[config.mk]
export PLATFORM = sky130hd
export DESIGN_NAME = pcie_inbound_target_window
export DESIGN_NICKNAME = d
export VERILOG_FILES = /design/src/inbound_window_pkg.sv /design/src/window_match.sv /design/src/pcie_inbound_target_window.sv
export SDC_FILE = /design/constraint.sdc
export NUM_CORES = 2
export LEC_CHECK = 0
export BUFFER_PORTS_ARGS = -buffer_cell sky130_fd_sc_hd__clkbuf_2
export CORE_UTILIZATION = 61
export CTS_CLUSTER_DIAMETER = 100
export CTS_CLUSTER_SIZE = 30
export DETAILED_ROUTE_END_ITERATION = 10
export MAX_ROUTING_LAYER = met4
export PLACE_DENSITY = 0.85
export SYNTH_ARGS = -nofsm -noshare
export SYNTH_HDL_FRONTEND = slang
export SYNTH_SLANG_ARGS = --single-unit
[constraint.sdc]
create_clock -name CLK -period 5.75 [get_ports CLK]
set_input_delay 1.725 -clock CLK [delete_from_list [all_inputs] [get_ports CLK]]
set_output_delay 1.725 -clock CLK [all_outputs]
set_load 0.005 [all_outputs]
[src/inbound_window_pkg.sv]
// constants, field layouts and types of the inbound target window block
// assumes a single 250 MHz clock domain shared by bus, link logic and internal bus
`default_nettype none
package inbound_window_pkg;
  // ----------------------------------------------------------------
  // window geometry
  // ----------------------------------------------------------------
  localparam int NUM_WIN = 6;
  localparam int ROOT_NUM_WIN = 2;
  localparam logic [2:0] WIN_IDX_LIMIT = 3'h6;
  // ----------------------------------------------------------------
  // register map (byte addresses, low 8 bits decoded)
  // ----------------------------------------------------------------
  localparam logic [7:0] CTRL_OFS = 8'h00;
  localparam logic [7:0] STAT_OFS = 8'h04;
  localparam logic [1:0] WIN_AREA = 2'h1;
  localparam logic [31:0] CTRL_RST = 32'h0000_0000;
  localparam logic [31:0] WIN_RST = 32'h0000_0000;
  localparam logic [31:0] BAR_RST = 32'h0000_0000;
  localparam int CTRL_INIT_BIT = 0;
  localparam int CTRL_MPS_LSB = 4;
  localparam int CTRL_MPS_MSB = 6;
  // ----------------------------------------------------------------
  // window_mask_type_enable fields
  // ----------------------------------------------------------------
  localparam int MASK_EN_BIT = 0;
  localparam int MASK_IO_BIT = 1;
  localparam int MASK_64_BIT = 2;
  localparam int SEL_LSB = 18;
  localparam int SEL_MSB = 28;
  localparam int BASE_LSB = 29;
  localparam logic [31:0] BAR_ATTR_IO = 32'h0000_0001;
  localparam logic [31:0] BAR_ATTR_MEM64 = 32'h0000_0004;
  // ----------------------------------------------------------------
  // payload limits, in dwords
  // ----------------------------------------------------------------
  localparam logic [2:0] MPS_CODE_MAX = 3'h5;
  localparam logic [11:0] MPS_UNIT_DW = 12'h020;
  localparam logic [3:0] IBUS_MAX_DW = 4'h8;
  // ----------------------------------------------------------------
  // internal bus destinations open to inbound traffic
  // ----------------------------------------------------------------
  localparam logic [31:0] AREA2_BASE = 32'h0800_0000;
  localparam logic [31:0] AREA3_BASE = 32'h0c00_0000;
  localparam logic [31:0] AREA_MASK = 32'hfc00_0000;
  localparam logic [31:0] DRAM_BASE = 32'h4000_0000;
  localparam logic [31:0] DRAM_MASK = 32'hc000_0000;
  localparam logic [31:0] SIB_A_BASE = 32'hfe00_0000;
  localparam logic [31:0] SIB_B_BASE = 32'hfe20_0000;
  localparam logic [31:0] SIB_MASK = 32'hffe0_0000;

  typedef enum logic [1:0] {ST_IDLE, ST_DECODE, ST_ISSUE} state_type;
endpackage : inbound_window_pkg
`default_nettype wire

[src/window_match.sv]
// one BAR comparator: decides whether a captured request falls in one window
// assumes bar values are already gated by init and role; the raw mask is gated through usable
`default_nettype none
module window_match (
  input wire logic [31:0] bar_lo,
  input wire logic [31:0] bar_hi,
  input wire logic [31:0] win_mask,
  input wire logic usable,
  input wire logic wide,
  input wire logic [63:0] addr,
  input wire logic addr64,
  input wire logic io,
  output logic hit
);
  wire logic [10:0] sel = win_mask[inbound_window_pkg::SEL_MSB:inbound_window_pkg::SEL_LSB];
  wire logic [31:0] cmp_mask = {3'h7, ~sel, 18'h0};
  wire logic lo_ok = ((addr[31:0] ^ bar_lo) & cmp_mask) == 32'h0;
  // a 32-bit header only reaches a 64-bit window placed in the first 4G
  wire logic hi_ok = addr64 ? (wide && addr[63:32] == bar_hi) : (!wide || bar_hi == 32'h0);
  wire logic type_ok = io == win_mask[inbound_window_pkg::MASK_IO_BIT];

  assign hit = usable && win_mask[inbound_window_pkg::MASK_EN_BIT] && type_ok && lo_ok && hi_ok;
endmodule : window_match
`default_nettype wire

[src/pcie_inbound_target_window.sv]
// inbound target path: BAR match, address translation, internal bus split
// assumes link request and internal bus logic run on CLK; registers on AHB-Lite
//
// Function
// - accept requests with payload up to the configured max payload size
// - split payloads larger than one internal bus transfer into several
// - after init done, BARs show programmed window sizes and types
// - 32-bit memory window uses one BAR, 64-bit uses BAR n+1 as upper half
// - at most one 64-bit window as root port, three as endpoint
// - an I/O window always takes exactly one BAR
// - six window sets; indices 0-1 usable as root port, 0-5 as endpoint
// - window base holds the internal address the BAR region maps to
// - mask register sets size, type, enable; disabled windows never transfer
// - all windows are disabled after reset
// - 32-bit addressed packets compare against each BAR
// - 64-bit addressed packets compare against BAR n+1 and BAR n
// - a 64-bit hit at n uses only base and mask of n
// - translated bits 17:0 come from the packet address
// - translated bits 28:18 chosen per bit by the mask
// - translated bits 31:29 come from the window base
// - only area two, area three, DRAM space or sibling controllers reached
`default_nettype none
module pcie_inbound_target_window (
  input wire logic CLK,
  input wire logic RSTN,
  input wire logic HSEL,
  input wire logic [31:0] HADDR,
  input wire logic [1:0] HTRANS,
  input wire logic HWRITE,
  input wire logic [2:0] HSIZE,
  input wire logic [31:0] HWDATA,
  input wire logic HREADY,
  output logic [31:0] HRDATA,
  output logic HREADYOUT,
  output logic HRESP,
  input wire logic ROOT_PORT,
  input wire logic CFG_BAR_WE,
  input wire logic [2:0] CFG_BAR_IDX,
  input wire logic [31:0] CFG_BAR_WDATA,
  output logic [31:0] CFG_BAR_RDATA,
  input wire logic REQ_VALID,
  output logic REQ_READY,
  input wire logic [63:0] REQ_ADDR,
  input wire logic REQ_IS64,
  input wire logic REQ_IO,
  input wire logic REQ_WRITE,
  input wire logic [10:0] REQ_LEN,
  output logic REQ_UR,
  output logic REQ_DONE,
  output logic IBUS_VALID,
  input wire logic IBUS_READY,
  output logic [31:0] IBUS_ADDR,
  output logic [3:0] IBUS_LEN,
  output logic IBUS_WRITE,
  output logic [2:0] IBUS_WIN
);
  // ----------------------------------------------------------------
  // state
  // ----------------------------------------------------------------
  inbound_window_pkg::state_type state_reg;
  logic [31:0] ctrl_reg;
  logic [31:0] base_reg [inbound_window_pkg::NUM_WIN];
  logic [31:0] mask_reg [inbound_window_pkg::NUM_WIN];
  logic [31:0] bar_reg [inbound_window_pkg::NUM_WIN];
  logic [7:0] haddr_reg;
  logic wr_pend_reg;
  logic rd_pend_reg;
  logic [15:0] ur_cnt_reg;
  logic last_hit_reg;
  logic [2:0] last_idx_reg;
  logic [63:0] req_addr_reg;
  logic req_is64_reg;
  logic req_io_reg;
  logic req_write_reg;
  logic [10:0] req_len_reg;
  logic [10:0] rem_reg;
  logic [31:0] base_q_reg;
  logic [31:0] mask_q_reg;
  logic first_reg;

  // ----------------------------------------------------------------
  // window roles and BAR images
  // ----------------------------------------------------------------
  wire logic init_done = ctrl_reg[inbound_window_pkg::CTRL_INIT_BIT];
  logic [5:0] win_ok;
  logic [5:0] is64v;
  logic [5:0] upper;
  logic [5:0] hit_vec;
  logic [31:0] bar_val [inbound_window_pkg::NUM_WIN];

  for (genvar n = 0; n < inbound_window_pkg::NUM_WIN; n++) begin : g_win
    // nothing is visible in config space before software declares init done
    assign win_ok[n] = init_done && (!ROOT_PORT || n < inbound_window_pkg::ROOT_NUM_WIN);
    if (n % 2 == 0) begin : g_even
      // 64-bit windows only start on even indices, so role caps the count
      assign is64v[n] = win_ok[n] && win_ok[n + 1] && mask_reg[n][inbound_window_pkg::MASK_EN_BIT]
        && mask_reg[n][inbound_window_pkg::MASK_64_BIT] && !mask_reg[n][inbound_window_pkg::MASK_IO_BIT];
      assign upper[n] = 1'b0;
    end else begin : g_odd
      assign is64v[n] = 1'b0;
      assign upper[n] = is64v[n - 1];
    end
    wire logic live = win_ok[n] && !upper[n] && mask_reg[n][inbound_window_pkg::MASK_EN_BIT];
    wire logic [10:0] sel = mask_reg[n][inbound_window_pkg::SEL_MSB:inbound_window_pkg::SEL_LSB];
    wire logic [31:0] wmask = upper[n] ? 32'hffff_ffff : live ? {3'h7, ~sel, 18'h0} : 32'h0;
    wire logic [31:0] attr = !live ? 32'h0 :
      mask_reg[n][inbound_window_pkg::MASK_IO_BIT] ? inbound_window_pkg::BAR_ATTR_IO :
      is64v[n] ? inbound_window_pkg::BAR_ATTR_MEM64 : 32'h0;
    assign bar_val[n] = (bar_reg[n] & wmask) | attr;
    window_match u_match (
      .bar_lo(bar_val[n]),
      .bar_hi(n < inbound_window_pkg::NUM_WIN - 1 ? bar_val[(n + 1) % inbound_window_pkg::NUM_WIN] : 32'h0),
      .win_mask(mask_reg[n]),
      .usable(win_ok[n] && !upper[n]),
      .wide(is64v[n]),
      .addr(req_addr_reg),
      .addr64(req_is64_reg),
      .io(req_io_reg),
      .hit(hit_vec[n])
    );
  end

  // ----------------------------------------------------------------
  // hit select and translation
  // ----------------------------------------------------------------
  logic [2:0] hit_idx;
  always_comb begin
    hit_idx = 3'h0;
    for (int i = inbound_window_pkg::NUM_WIN - 1; i >= 0; i--) begin
      if (hit_vec[i]) begin
        hit_idx = 3'(i);
      end
    end
  end
  wire logic hit_any = |hit_vec;
  wire logic [31:0] sel_base = base_reg[hit_idx];
  wire logic [31:0] sel_mask = mask_reg[hit_idx];
  wire logic [10:0] mid_sel = sel_mask[inbound_window_pkg::SEL_MSB:inbound_window_pkg::SEL_LSB];
  wire logic [10:0] mid = (mid_sel & req_addr_reg[28:18]) | (~mid_sel & sel_base[28:18]);
  wire logic [31:0] xlat = {sel_base[31:29], mid, req_addr_reg[17:0]};

  function automatic logic route_ok(input logic [31:0] a);
    route_ok = ((a & inbound_window_pkg::AREA_MASK) == inbound_window_pkg::AREA2_BASE)
      || ((a & inbound_window_pkg::AREA_MASK) == inbound_window_pkg::AREA3_BASE)
      || ((a & inbound_window_pkg::DRAM_MASK) == inbound_window_pkg::DRAM_BASE)
      || ((a & inbound_window_pkg::SIB_MASK) == inbound_window_pkg::SIB_A_BASE)
      || ((a & inbound_window_pkg::SIB_MASK) == inbound_window_pkg::SIB_B_BASE);
  endfunction : route_ok

  // ----------------------------------------------------------------
  // payload limit and chunking
  // ----------------------------------------------------------------
  wire logic [2:0] mps_raw = ctrl_reg[inbound_window_pkg::CTRL_MPS_MSB:inbound_window_pkg::CTRL_MPS_LSB];
  wire logic [2:0] mps_code = mps_raw > inbound_window_pkg::MPS_CODE_MAX ? inbound_window_pkg::MPS_CODE_MAX : mps_raw;
  wire logic [11:0] mps_dw = inbound_window_pkg::MPS_UNIT_DW << mps_code;
  wire logic len_ok = req_len_reg != 11'h0 && {1'b0, req_len_reg} <= mps_dw;
  wire logic accept_ok = hit_any && len_ok && route_ok(xlat);
  wire logic [31:0] next_addr = IBUS_ADDR + {26'h0, IBUS_LEN, 2'h0};
  wire logic [31:0] chunk_addr = state_reg == inbound_window_pkg::ST_DECODE ? xlat : next_addr;
  wire logic [10:0] chunk_rem = state_reg == inbound_window_pkg::ST_DECODE ? req_len_reg : rem_reg;
  // no chunk crosses an internal bus line boundary
  wire logic [3:0] room = inbound_window_pkg::IBUS_MAX_DW - {1'b0, chunk_addr[4:2]};
  wire logic [3:0] chunk_len = chunk_rem < {7'h0, room} ? chunk_rem[3:0] : room;
  wire logic ibus_take = IBUS_VALID && IBUS_READY;

  // ----------------------------------------------------------------
  // request sequencer
  // ----------------------------------------------------------------
  always_ff @(posedge CLK or negedge RSTN) begin
    if (!RSTN) begin
      state_reg <= inbound_window_pkg::ST_IDLE;
      REQ_READY <= 1'b0;
      REQ_UR <= 1'b0;
      REQ_DONE <= 1'b0;
      IBUS_VALID <= 1'b0;
      IBUS_ADDR <= 32'h0;
      IBUS_LEN <= 4'h0;
      IBUS_WRITE <= 1'b0;
      IBUS_WIN <= 3'h0;
      rem_reg <= 11'h0;
      first_reg <= 1'b0;
      base_q_reg <= 32'h0;
      mask_q_reg <= 32'h0;
      req_addr_reg <= 64'h0;
      req_is64_reg <= 1'b0;
      req_io_reg <= 1'b0;
      req_write_reg <= 1'b0;
      req_len_reg <= 11'h0;
      ur_cnt_reg <= 16'h0;
      last_hit_reg <= 1'b0;
      last_idx_reg <= 3'h0;
    end else begin
      REQ_UR <= 1'b0;
      REQ_DONE <= 1'b0;
      unique case (state_reg)
        inbound_window_pkg::ST_IDLE: begin
          REQ_READY <= 1'b1;
          if (REQ_VALID && REQ_READY) begin
            REQ_READY <= 1'b0;
            req_addr_reg <= REQ_ADDR;
            req_is64_reg <= REQ_IS64;
            req_io_reg <= REQ_IO;
            req_write_reg <= REQ_WRITE;
            req_len_reg <= REQ_LEN;
            state_reg <= inbound_window_pkg::ST_DECODE;
          end
        end
        inbound_window_pkg::ST_DECODE: begin
          last_hit_reg <= hit_any;
          last_idx_reg <= hit_idx;
          if (accept_ok) begin
            IBUS_VALID <= 1'b1;
            IBUS_ADDR <= xlat;
            IBUS_LEN <= chunk_len;
            IBUS_WRITE <= req_write_reg;
            IBUS_WIN <= hit_idx;
            rem_reg <= req_len_reg - {7'h0, chunk_len};
            base_q_reg <= sel_base;
            mask_q_reg <= sel_mask;
            first_reg <= 1'b1;
            state_reg <= inbound_window_pkg::ST_ISSUE;
          end else begin
            REQ_UR <= 1'b1;
            ur_cnt_reg <= ur_cnt_reg + 16'h1;
            state_reg <= inbound_window_pkg::ST_IDLE;
          end
        end
        inbound_window_pkg::ST_ISSUE: begin
          if (ibus_take) begin
            first_reg <= 1'b0;
            if (rem_reg == 11'h0) begin
              IBUS_VALID <= 1'b0;
              REQ_DONE <= 1'b1;
              state_reg <= inbound_window_pkg::ST_IDLE;
            end else begin
              IBUS_ADDR <= next_addr;
              IBUS_LEN <= chunk_len;
              rem_reg <= rem_reg - {7'h0, chunk_len};
            end
          end
        end
      endcase
    end
  end

  // ----------------------------------------------------------------
  // config space BAR port
  // ----------------------------------------------------------------
  always_ff @(posedge CLK or negedge RSTN) begin
    if (!RSTN) begin
      CFG_BAR_RDATA <= 32'h0;
      for (int i = 0; i < inbound_window_pkg::NUM_WIN; i++) begin
        bar_reg[i] <= inbound_window_pkg::BAR_RST;
      end
    end else begin
      CFG_BAR_RDATA <= CFG_BAR_IDX < inbound_window_pkg::WIN_IDX_LIMIT ? bar_val[CFG_BAR_IDX] : 32'h0;
      if (CFG_BAR_WE && CFG_BAR_IDX < inbound_window_pkg::WIN_IDX_LIMIT) begin
        bar_reg[CFG_BAR_IDX] <= CFG_BAR_WDATA;
      end
    end
  end

  // ----------------------------------------------------------------
  // AHB-Lite register slave
  // ----------------------------------------------------------------
  wire logic ahb_go = HSEL && HTRANS[1] && HREADY;
  wire logic win_area = haddr_reg[7:6] == inbound_window_pkg::WIN_AREA && haddr_reg[5:3] < inbound_window_pkg::WIN_IDX_LIMIT;
  wire logic [2:0] reg_idx = haddr_reg[5:3];
  wire logic [31:0] stat_word = {ur_cnt_reg, 9'h0, last_idx_reg, last_hit_reg, 2'h0,
    state_reg != inbound_window_pkg::ST_IDLE};
  wire logic [31:0] rd_word = haddr_reg == inbound_window_pkg::CTRL_OFS ? ctrl_reg :
    haddr_reg == inbound_window_pkg::STAT_OFS ? stat_word :
    !win_area ? 32'h0 : haddr_reg[2] ? mask_reg[reg_idx] : base_reg[reg_idx];

  always_ff @(posedge CLK or negedge RSTN) begin
    if (!RSTN) begin
      haddr_reg <= 8'h0;
      wr_pend_reg <= 1'b0;
      rd_pend_reg <= 1'b0;
      HREADYOUT <= 1'b1;
      HRDATA <= 32'h0;
      HRESP <= 1'b0;
    end else begin
      HRESP <= 1'b0;
      rd_pend_reg <= 1'b0;
      if (HREADYOUT) begin
        wr_pend_reg <= ahb_go && HWRITE;
        if (ahb_go) begin
          haddr_reg <= HADDR[7:0];
        end
        // reads wait one cycle so a write just before is seen
        if (ahb_go && !HWRITE) begin
          HREADYOUT <= 1'b0;
          rd_pend_reg <= 1'b1;
        end
      end
      if (rd_pend_reg) begin
        HRDATA <= rd_word;
        HREADYOUT <= 1'b1;
      end
    end
  end

  always_ff @(posedge CLK or negedge RSTN) begin
    if (!RSTN) begin
      ctrl_reg <= inbound_window_pkg::CTRL_RST;
      for (int i = 0; i < inbound_window_pkg::NUM_WIN; i++) begin
        base_reg[i] <= inbound_window_pkg::WIN_RST;
        mask_reg[i] <= inbound_window_pkg::WIN_RST;
      end
    end else if (wr_pend_reg) begin
      if (haddr_reg == inbound_window_pkg::CTRL_OFS) begin
        ctrl_reg <= HWDATA;
      end else if (win_area && haddr_reg[2]) begin
        mask_reg[reg_idx] <= HWDATA;
      end else if (win_area) begin
        base_reg[reg_idx] <= HWDATA;
      end
    end
  end
endmodule : pcie_inbound_target_window
`default_nettype wire

==> After elaboration in Yosys (flattened, before gate mapping) <==
Index checks and enable logic that the tools add are counted.
{ "classes": {"addsub": 5, "order_cmp": 10, "n_eq_ne": 23, "shifts": 1, "mux": 97, "n_bitwise": 40, "n_reduce_logical": 92} }
{ "ops": {"columns": ["operator", "n"], "rows": [
  ["two-way mux 32 bit", 27],
  ["bitwise mux 192 bit", 3],
  ["binary-select mux 32 bit (select 3 bit)", 5],
  ["bitwise AND 32 bit", 12],
  ["zero test 32 bit", 9],
  ["demux 32 bit (select 3 bit)", 2],
  ["XOR 32 bit", 6],
  ["equality test 32 bit", 3],
  ["bitwise OR 32 x 1 -> 32 bit", 3],
  ["bitwise OR 32 x 3 -> 32 bit", 3],
  ["NOT 11 bit", 7],
  ["case mux 32 bit (2 select lines)", 1],
  ["two-way mux 29 bit", 2],
  ["logical AND 1 bit", 51],
  ["two-way mux 3 bit", 16],
  ["two-way mux 11 bit", 4],
  ["adder 32 x 6 -> 32 bit", 1],
  ["two-way mux 1 bit", 24],
  ["bitwise AND 11 bit", 2],
  ["equality test 11 bit (second input constant)", 2],
  ["case mux 11 bit (2 select lines)", 1],
  ["subtractor 11 x 4 -> 11 bit", 2],
  ["adder 16 x 1 -> 16 bit (second input constant)", 1],
  ["two-way mux 4 bit", 4],
  ["other kinds (33)", 77]
]} }
{ "word_totals": {"ff_bits": 838, "inputBits": 191, "out_inout_bits": 110, "elab_cells": 311} }

==> Depth between registers and ports, before layout <==
{ "depth": {"depth_word": 38, "depth_mapped": 27, "depth_no_buf": 21} }

==> By module <==
Synthesis repeated with hierarchy kept, for this count alone.
{ "unflattened": {"cells_unflattened": 3766, "area_unflattened_um2": 41856.4} }
{ "modules_own_cells": {"columns": ["module", "n_inst", "cells_per_inst", "area_per_inst_um2", "seq_area_each_um2"], "rows": [
  ["pcie_inbound_target_window", 1, 3274, 38117.8, 19620.1],
  ["window_match", 6, 82, 623.1, 0.0]
]} }

==> Worst setup path after synthesis <==
No wires, ideal clock.
{ "synth_timing": {"kind": "input to register", "start": "input ROOT_PORT", "end": "register IBUS_ADDR[0]", "setup_ps": 125, "t_arrival_ps": 5711, "required_ps": 5625, "path_slack_ps": -86, "stages": 21, "n_path_buf": 6, "path_cell_list": "and3b_1 > buf_2 > nand2_1 > or4_1 > nor4_1 > o2111ai_1 > nor3_1 > o21bai_1 > or2_1 > buf_4 > buf_6 > buf_6 > mux2i_1 > mux2_2 > nor3b_1 > nand4_1 > o211ai_2 > buf_6 > nand3_2 > buf_2 > mux2_4"} }
{ "synth_between": {"elab_chain_len": 38, "word_cells_on_any_way": 101, "cone_classes": "eq/ne: 8; mux: 28; bitwise: 21; reduce/logical: 44"} }
{ "synth_rtl": {"columns": ["item", "line_no", "source"], "rows": [
  ["from (decl)", "pcie_inbound_target_window.sv:36", "input wire logic ROOT_PORT,"],
  ["zero test 1 bit *", "pcie_inbound_target_window.sv:93", "assign win_ok[n] = init_done && (!ROOT_PORT || n < inbound_window_pkg::ROOT_NUM_WIN);"],
  ["logical AND 1 bit *", "pcie_inbound_target_window.sv:93", null],
  ["logical AND 1 bit", "window_match.sv:22, pcie_inbound_target_window.sv:103", null],
  ["logical AND 1 bit (2 in a row)", "pcie_inbound_target_window.sv:97", "&& mask_reg[n][inbound_window_pkg::MASK_64_BIT] && !mask_reg[n][inbound_window_pkg::MASK_IO_BIT];"],
  ["zero test 1 bit", "window_match.sv:19, pcie_inbound_target_window.sv:103, pcie_inbound_target_window.sv:114", null],
  ["logical AND 1 bit", "pcie_inbound_target_window.sv:103, pcie_inbound_target_window.sv:114", null],
  ["logical AND 1 bit", "window_match.sv:22, pcie_inbound_target_window.sv:103", null],
  ["two-way mux 32 bit (2 in a row)", "pcie_inbound_target_window.sv:105", "wire logic [31:0] wmask = upper[n] ? 32'hffff_ffff : live ? {3'h7, ~sel, 18'h0} : 32'h0;"],
  ["(+20 left out)", null, null],
  ["equality test 6 x 2 -> 1 bit, on equally long branches", "pcie_inbound_target_window.sv:143, pcie_inbound_target_window.sv:144", null],
  ["logical OR 1 bit", "pcie_inbound_target_window.sv:144", "|| ((a & inbound_window_pkg::AREA_MASK) == inbound_window_pkg::AREA3_BASE)"],
  ["logical OR 1 bit", "pcie_inbound_target_window.sv:145", "|| ((a & inbound_window_pkg::DRAM_MASK) == inbound_window_pkg::DRAM_BASE)"],
  ["logical OR 1 bit", "pcie_inbound_target_window.sv:146", "|| ((a & inbound_window_pkg::SIB_MASK) == inbound_window_pkg::SIB_A_BASE)"],
  ["logical OR 1 bit", "pcie_inbound_target_window.sv:147", "|| ((a & inbound_window_pkg::SIB_MASK) == inbound_window_pkg::SIB_B_BASE);"],
  ["logical AND 1 bit *", "pcie_inbound_target_window.sv:157", "wire logic accept_ok = hit_any && len_ok && route_ok(xlat);"],
  ["!= test 2 bit (no line) *", null, null],
  ["AND reduction 4 bit (no line) *", null, null],
  ["to (signal assigned)", "pcie_inbound_target_window.sv:213", "IBUS_ADDR <= xlat;"],
  ["to (signal assigned)", "pcie_inbound_target_window.sv:236", "IBUS_ADDR <= next_addr;"],
  ["to (decl)", "pcie_inbound_target_window.sv:52", "output logic [31:0] IBUS_ADDR,"]
]} }
Every way passes the cells marked *; elsewhere a longest branch is shown, timed or not. The select of a mux whose other input is x is not followed.
A chain may end at the register's enable or synchronous reset.

==> Worst setup path after layout <==
Same ends and word-level chain as after synthesis.

==> impl_summary.md <==
Outcome
The run finished, with violations left. The final reports fail on negative setup slack.

Global routing
The remaining global-route overflow is 0. In the global route stage, overall resource usage came out at 0.4775. The via count of the first global-routing pass is 35.26k.

The pin count of the biggest net entering global routing is 129. The first-pass GRT wire length is 238300 microns. The number of antenna violations at the first check in global routing is 9.

Synthesis
Summing every instance area after synthesis gives 0.04215 sq mm. The cell taking the most area after synthesis is sky130_fd_sc_hd__dfrtp_1. The synthesized design contains 0 enable-type register cells. The synthesized net count is 4101. The share of the Yosys chip area taken by registers is 0.4654. After synthesis, the mean cell area works out to 10.85 sq um. Counting flops with an async set or reset pin after synthesis yields a share of 1.000. The share of synthesized area in the top cell type comes to 0.4648. The most used flip-flop cell after synthesis is sky130_fd_sc_hd__dfrtp_1. Synthesis instantiated 103 different standard cells from the library. The number of storage elements in the synthesis netlist is 784. The Yosys step of the flow raised 0 warnings. Synthesis handed over a netlist of 3886 instances. By area the synthesized netlist is led by sky130_fd_sc_hd__dfrtp_1 (46%), sky130_fd_sc_hd__mux2_2 (19%), sky130_fd_sc_hd__mux2i_1 (2.7%).

Finish
The net count of the finished layout is 4515. The finished cells cover 0.04887 sq mm. The fraction of final layout cells with drive strength greater than 1 is 0.3673. The flip-flop count of the largest register, all copies and words added is 192.

The area growth from synthesis to layout is 15.93%. The count of non-filler cells in the finished layout is 5216.

Hold path
The cell depth of the worst hold path is 1. In this run the worst hold path is classified as register to register.

Die
The I/O pin total is 301. In this run the standard cell core region covers 0.06847 sq mm. Measured along the y axis, the die boundary spans 264.9 microns.

The initial utilization of the core area, before any placement, comes to 0.6157. The die covers 0.07016 sq mm. The initialized floorplan defines 96 standard-cell rows.

The floorplan die width is 264.9 microns.

Timing
The number of setup violations in the final report is 65. For this run, the top clock speed supported by timing is 166.3 MHz. The remaining max-slew budget at the tightest pin is 0.1304.

The final-report hold violation count came to 0. The number of max-slew violations in the final report is 0. Clock skew on the completed layout was measured at 0.03695 ns. In the finished design, the share of the clock period the worst path needs comes to 1.046. The tightest hold path in the finished design has a slack of 0.5082 ns.

The transition at the pin with the smallest max-transition slack is 1.304 ns. Setup repair after global routing could not meet its margin everywhere. In the post-route analysis, the smallest setup slack over all paths is -0.2622 ns. The post-layout minimum cycle time is 6.012 ns.

Setup path
For the worst setup path, the data required time is 6.29 ns. In this run the worst path has a maximum fanout of 7. For the worst setup path, the data arrival time is 6.55 ns. STA classifies the critical path startpoint as an input port. The element type at the critical path end is a register. Counting cells, the worst reg-to-reg path comes to 27. The worst setup path is of the input port to register kind.

Route
The wire length per cell is 31.59 microns. The count of TritonRoute iterations in the first routing pass is 8. The via-per-instance ratio is 6.918. The total via count after detailed routing is 36.08k. The count of nets left with antenna violations once routing finished came out at 0. After detailed routing, the number of remaining DRC violations is 0.

The count of routing violations after the opening detailed-route iteration is 4231. After detailed routing, the total wire length is 164800 microns.

Clock network
The clock-pin slew on the worst setup and hold paths is 0.12 ns. The H-tree was split into 2 levels. In this run the clock root is driven by a sky130_fd_sc_hd__clkbuf_16. The clock passes through at most 3 buffers. The CTS tree is done. The later-pin clock latency in the skew report is 0.65 ns.

Buffers inserted during clock tree synthesis total 39. The TritonCTS sink count is 784. The total of hold buffers inserted after clock tree synthesis is 0.

Power and ir drop
Total power for the finished layout comes to 16.13 mW. The worst-case IR drop observed on VDD is 0.0004506 V. In this run the static leakage power is 22.24 nW. For this design the ratio of total power to cell area is 330.0 mW/mm^2.

Place
The weighted congestion reported at the end of routability-driven placement is 1.098. Timing analysis after detailed placement gives a worst setup slack of -1.291 ns. The number of input and output port buffers inserted is 271. The standard cell area after detailed placement is 0.04639 sq mm. The placed wire-length estimate after detailed placement is 119700 microns. The number of cells after detailed placement is 5087.

Flow run
The max-cap violation count is 0.
[cells in the mapped netlist, types with 36 or more instances]
cell                       count
sky130_fd_sc_hd__inv_1        85
sky130_fd_sc_hd__dfrtp_1     783
sky130_fd_sc_hd__xnor2_1      80
sky130_fd_sc_hd__nor4_1       37
sky130_fd_sc_hd__xor2_1       60
sky130_fd_sc_hd__a21oi_1     163
sky130_fd_sc_hd__nor3_1       64
sky130_fd_sc_hd__nand3_1      79
sky130_fd_sc_hd__buf_1        73
sky130_fd_sc_hd__o211ai_1     47
sky130_fd_sc_hd__mux2i_1     112
sky130_fd_sc_hd__o22ai_1      38
sky130_fd_sc_hd__mux2_2      694
sky130_fd_sc_hd__nor2_1      203
sky130_fd_sc_hd__clkbuf_1    184
sky130_fd_sc_hd__o21ai_0     135
sky130_fd_sc_hd__nand2_1     230
sky130_fd_sc_hd__nor2b_1      67
sky130_fd_sc_hd__and3_1       36
sky130_fd_sc_hd__a22oi_1     109
[power by group]
part           switching [mW]  leakage [nW]  total, mW  internal, mW
combinational            2.85          11.3       5.26          2.41
sequential               1.18          10.3       7.38          6.20
clock                    2.09         0.632       3.49          1.40
[critical path, cell delays in order]
cell	delay, ns
sky130_fd_sc_hd__clkbuf_16	0.14
sky130_fd_sc_hd__buf_8	0.12
sky130_fd_sc_hd__nor2b_4	0.16
sky130_fd_sc_hd__buf_6	0.13
sky130_fd_sc_hd__o211ai_1	0.21
sky130_fd_sc_hd__xnor2_1	0.20
sky130_fd_sc_hd__a221oi_1	0.24
sky130_fd_sc_hd__buf_4	0.19
sky130_fd_sc_hd__nand4_1	0.22
sky130_fd_sc_hd__buf_4	0.23
sky130_fd_sc_hd__o21ai_4	0.14
sky130_fd_sc_hd__and3b_2	0.26
sky130_fd_sc_hd__buf_12	0.15
sky130_fd_sc_hd__mux2i_4	0.23
sky130_fd_sc_hd__a31oi_1	0.12
sky130_fd_sc_hd__o211a_4	0.16
sky130_fd_sc_hd__or3_4	0.39
sky130_fd_sc_hd__or3_4	0.42
sky130_fd_sc_hd__o211ai_4	0.23
sky130_fd_sc_hd__buf_6	0.17
sky130_fd_sc_hd__buf_12	0.13
sky130_fd_sc_hd__nand3_4	0.09
sky130_fd_sc_hd__buf_12	0.19
sky130_fd_sc_hd__mux2_4	0.28
[layer usage]
metal | routed length, microns | up-vias | GRT usage
met5 | 0 | - | -
met2 | 73710 | 2293 | 0.7096
li1 | - | 15090 | -
met4 | 13290 | 0 | 0.3248
met3 | 15890 | 686 | 0.1025
met1 | 61880 | 18020 | 0.5863
[through the flow]
step,TNS [ns],util
4_1_cts,-0.03903,0.7053
5_1_grt,-15.51,0.7137
3_5_place_dp,-79.36,0.6775
6_report,-9.986,0.7137
2_1_floorplan,0,-
3_3_place_gp,-77.60,0.6775
[placed cells by master, fill, tap and decap left out, types with 38 or more instances in the layout]
cell,netlist,routed
sky130_fd_sc_hd__mux2i_1,112,106
sky130_fd_sc_hd__a21oi_1,163,157
sky130_fd_sc_hd__xor2_1,60,60
sky130_fd_sc_hd__dfrtp_1,783,777
sky130_fd_sc_hd__clkbuf_2,0,269
sky130_fd_sc_hd__xnor2_1,80,80
sky130_fd_sc_hd__mux2_2,694,690
sky130_fd_sc_hd__inv_1,85,85
sky130_fd_sc_hd__buf_4,16,366
sky130_fd_sc_hd__nor3_1,64,53
sky130_fd_sc_hd__a22oi_1,109,108
sky130_fd_sc_hd__nand3_1,79,74
sky130_fd_sc_hd__o21ai_0,135,126
sky130_fd_sc_hd__clkbuf_16,0,41
sky130_fd_sc_hd__o211ai_1,47,47
sky130_fd_sc_hd__nand2_1,230,229
sky130_fd_sc_hd__o22ai_1,38,38
sky130_fd_sc_hd__nor2_1,203,193
sky130_fd_sc_hd__nor2b_1,67,60
[logic make-up after synthesis]
family,share of synthesized area
other,0.00008896
DFF,0.4654
AOI/OAI and AO/OA,0.1359
adders and majority gates,0.007480
muxes,0.2131
and+or+nand+nor,0.1099
buffers and inverters,0.03897
xor gates and xnor gates,0.02909
[final timing paths]
kind / startpoint / to / slack, ns
min in group asynchronous: RSTN / bar_reg[68] / 1.09
worst min register to register: ur_cnt_reg[10] / ur_cnt_reg[10] / 0.51
worst max register to register: ctrl_reg[0] / IBUS_ADDR[28] / -0.09
max in group asynchronous: RSTN / mask_reg[159] / 3.27
worst min-delay path: ur_cnt_reg[10] / ur_cnt_reg[10] / 0.51
worst max-delay path: ROOT_PORT / IBUS_ADDR[0] / -0.26
[final cells by class]
type | instances | area (sq um)
diodes | 8 | 20.02
clock inverters | 18 | 296.5
fillers | 4856 | 19600
well taps | 882 | 1104
repair buffers | 683 | 4902
multi-input cells | 2704 | 21550
inverters | 88 | 332.8
clock buffers | 49 | 1033
flip-flops and latches | 784 | 19630
[timing repair]
item,in CTS,in global routing
resized for setup,68,79
pin swaps,26,36
setup buffers,32,19
cloned,1,2
setup endpoints to repair,70,69
No activity file was read; power rests on OpenSTA's default activity.
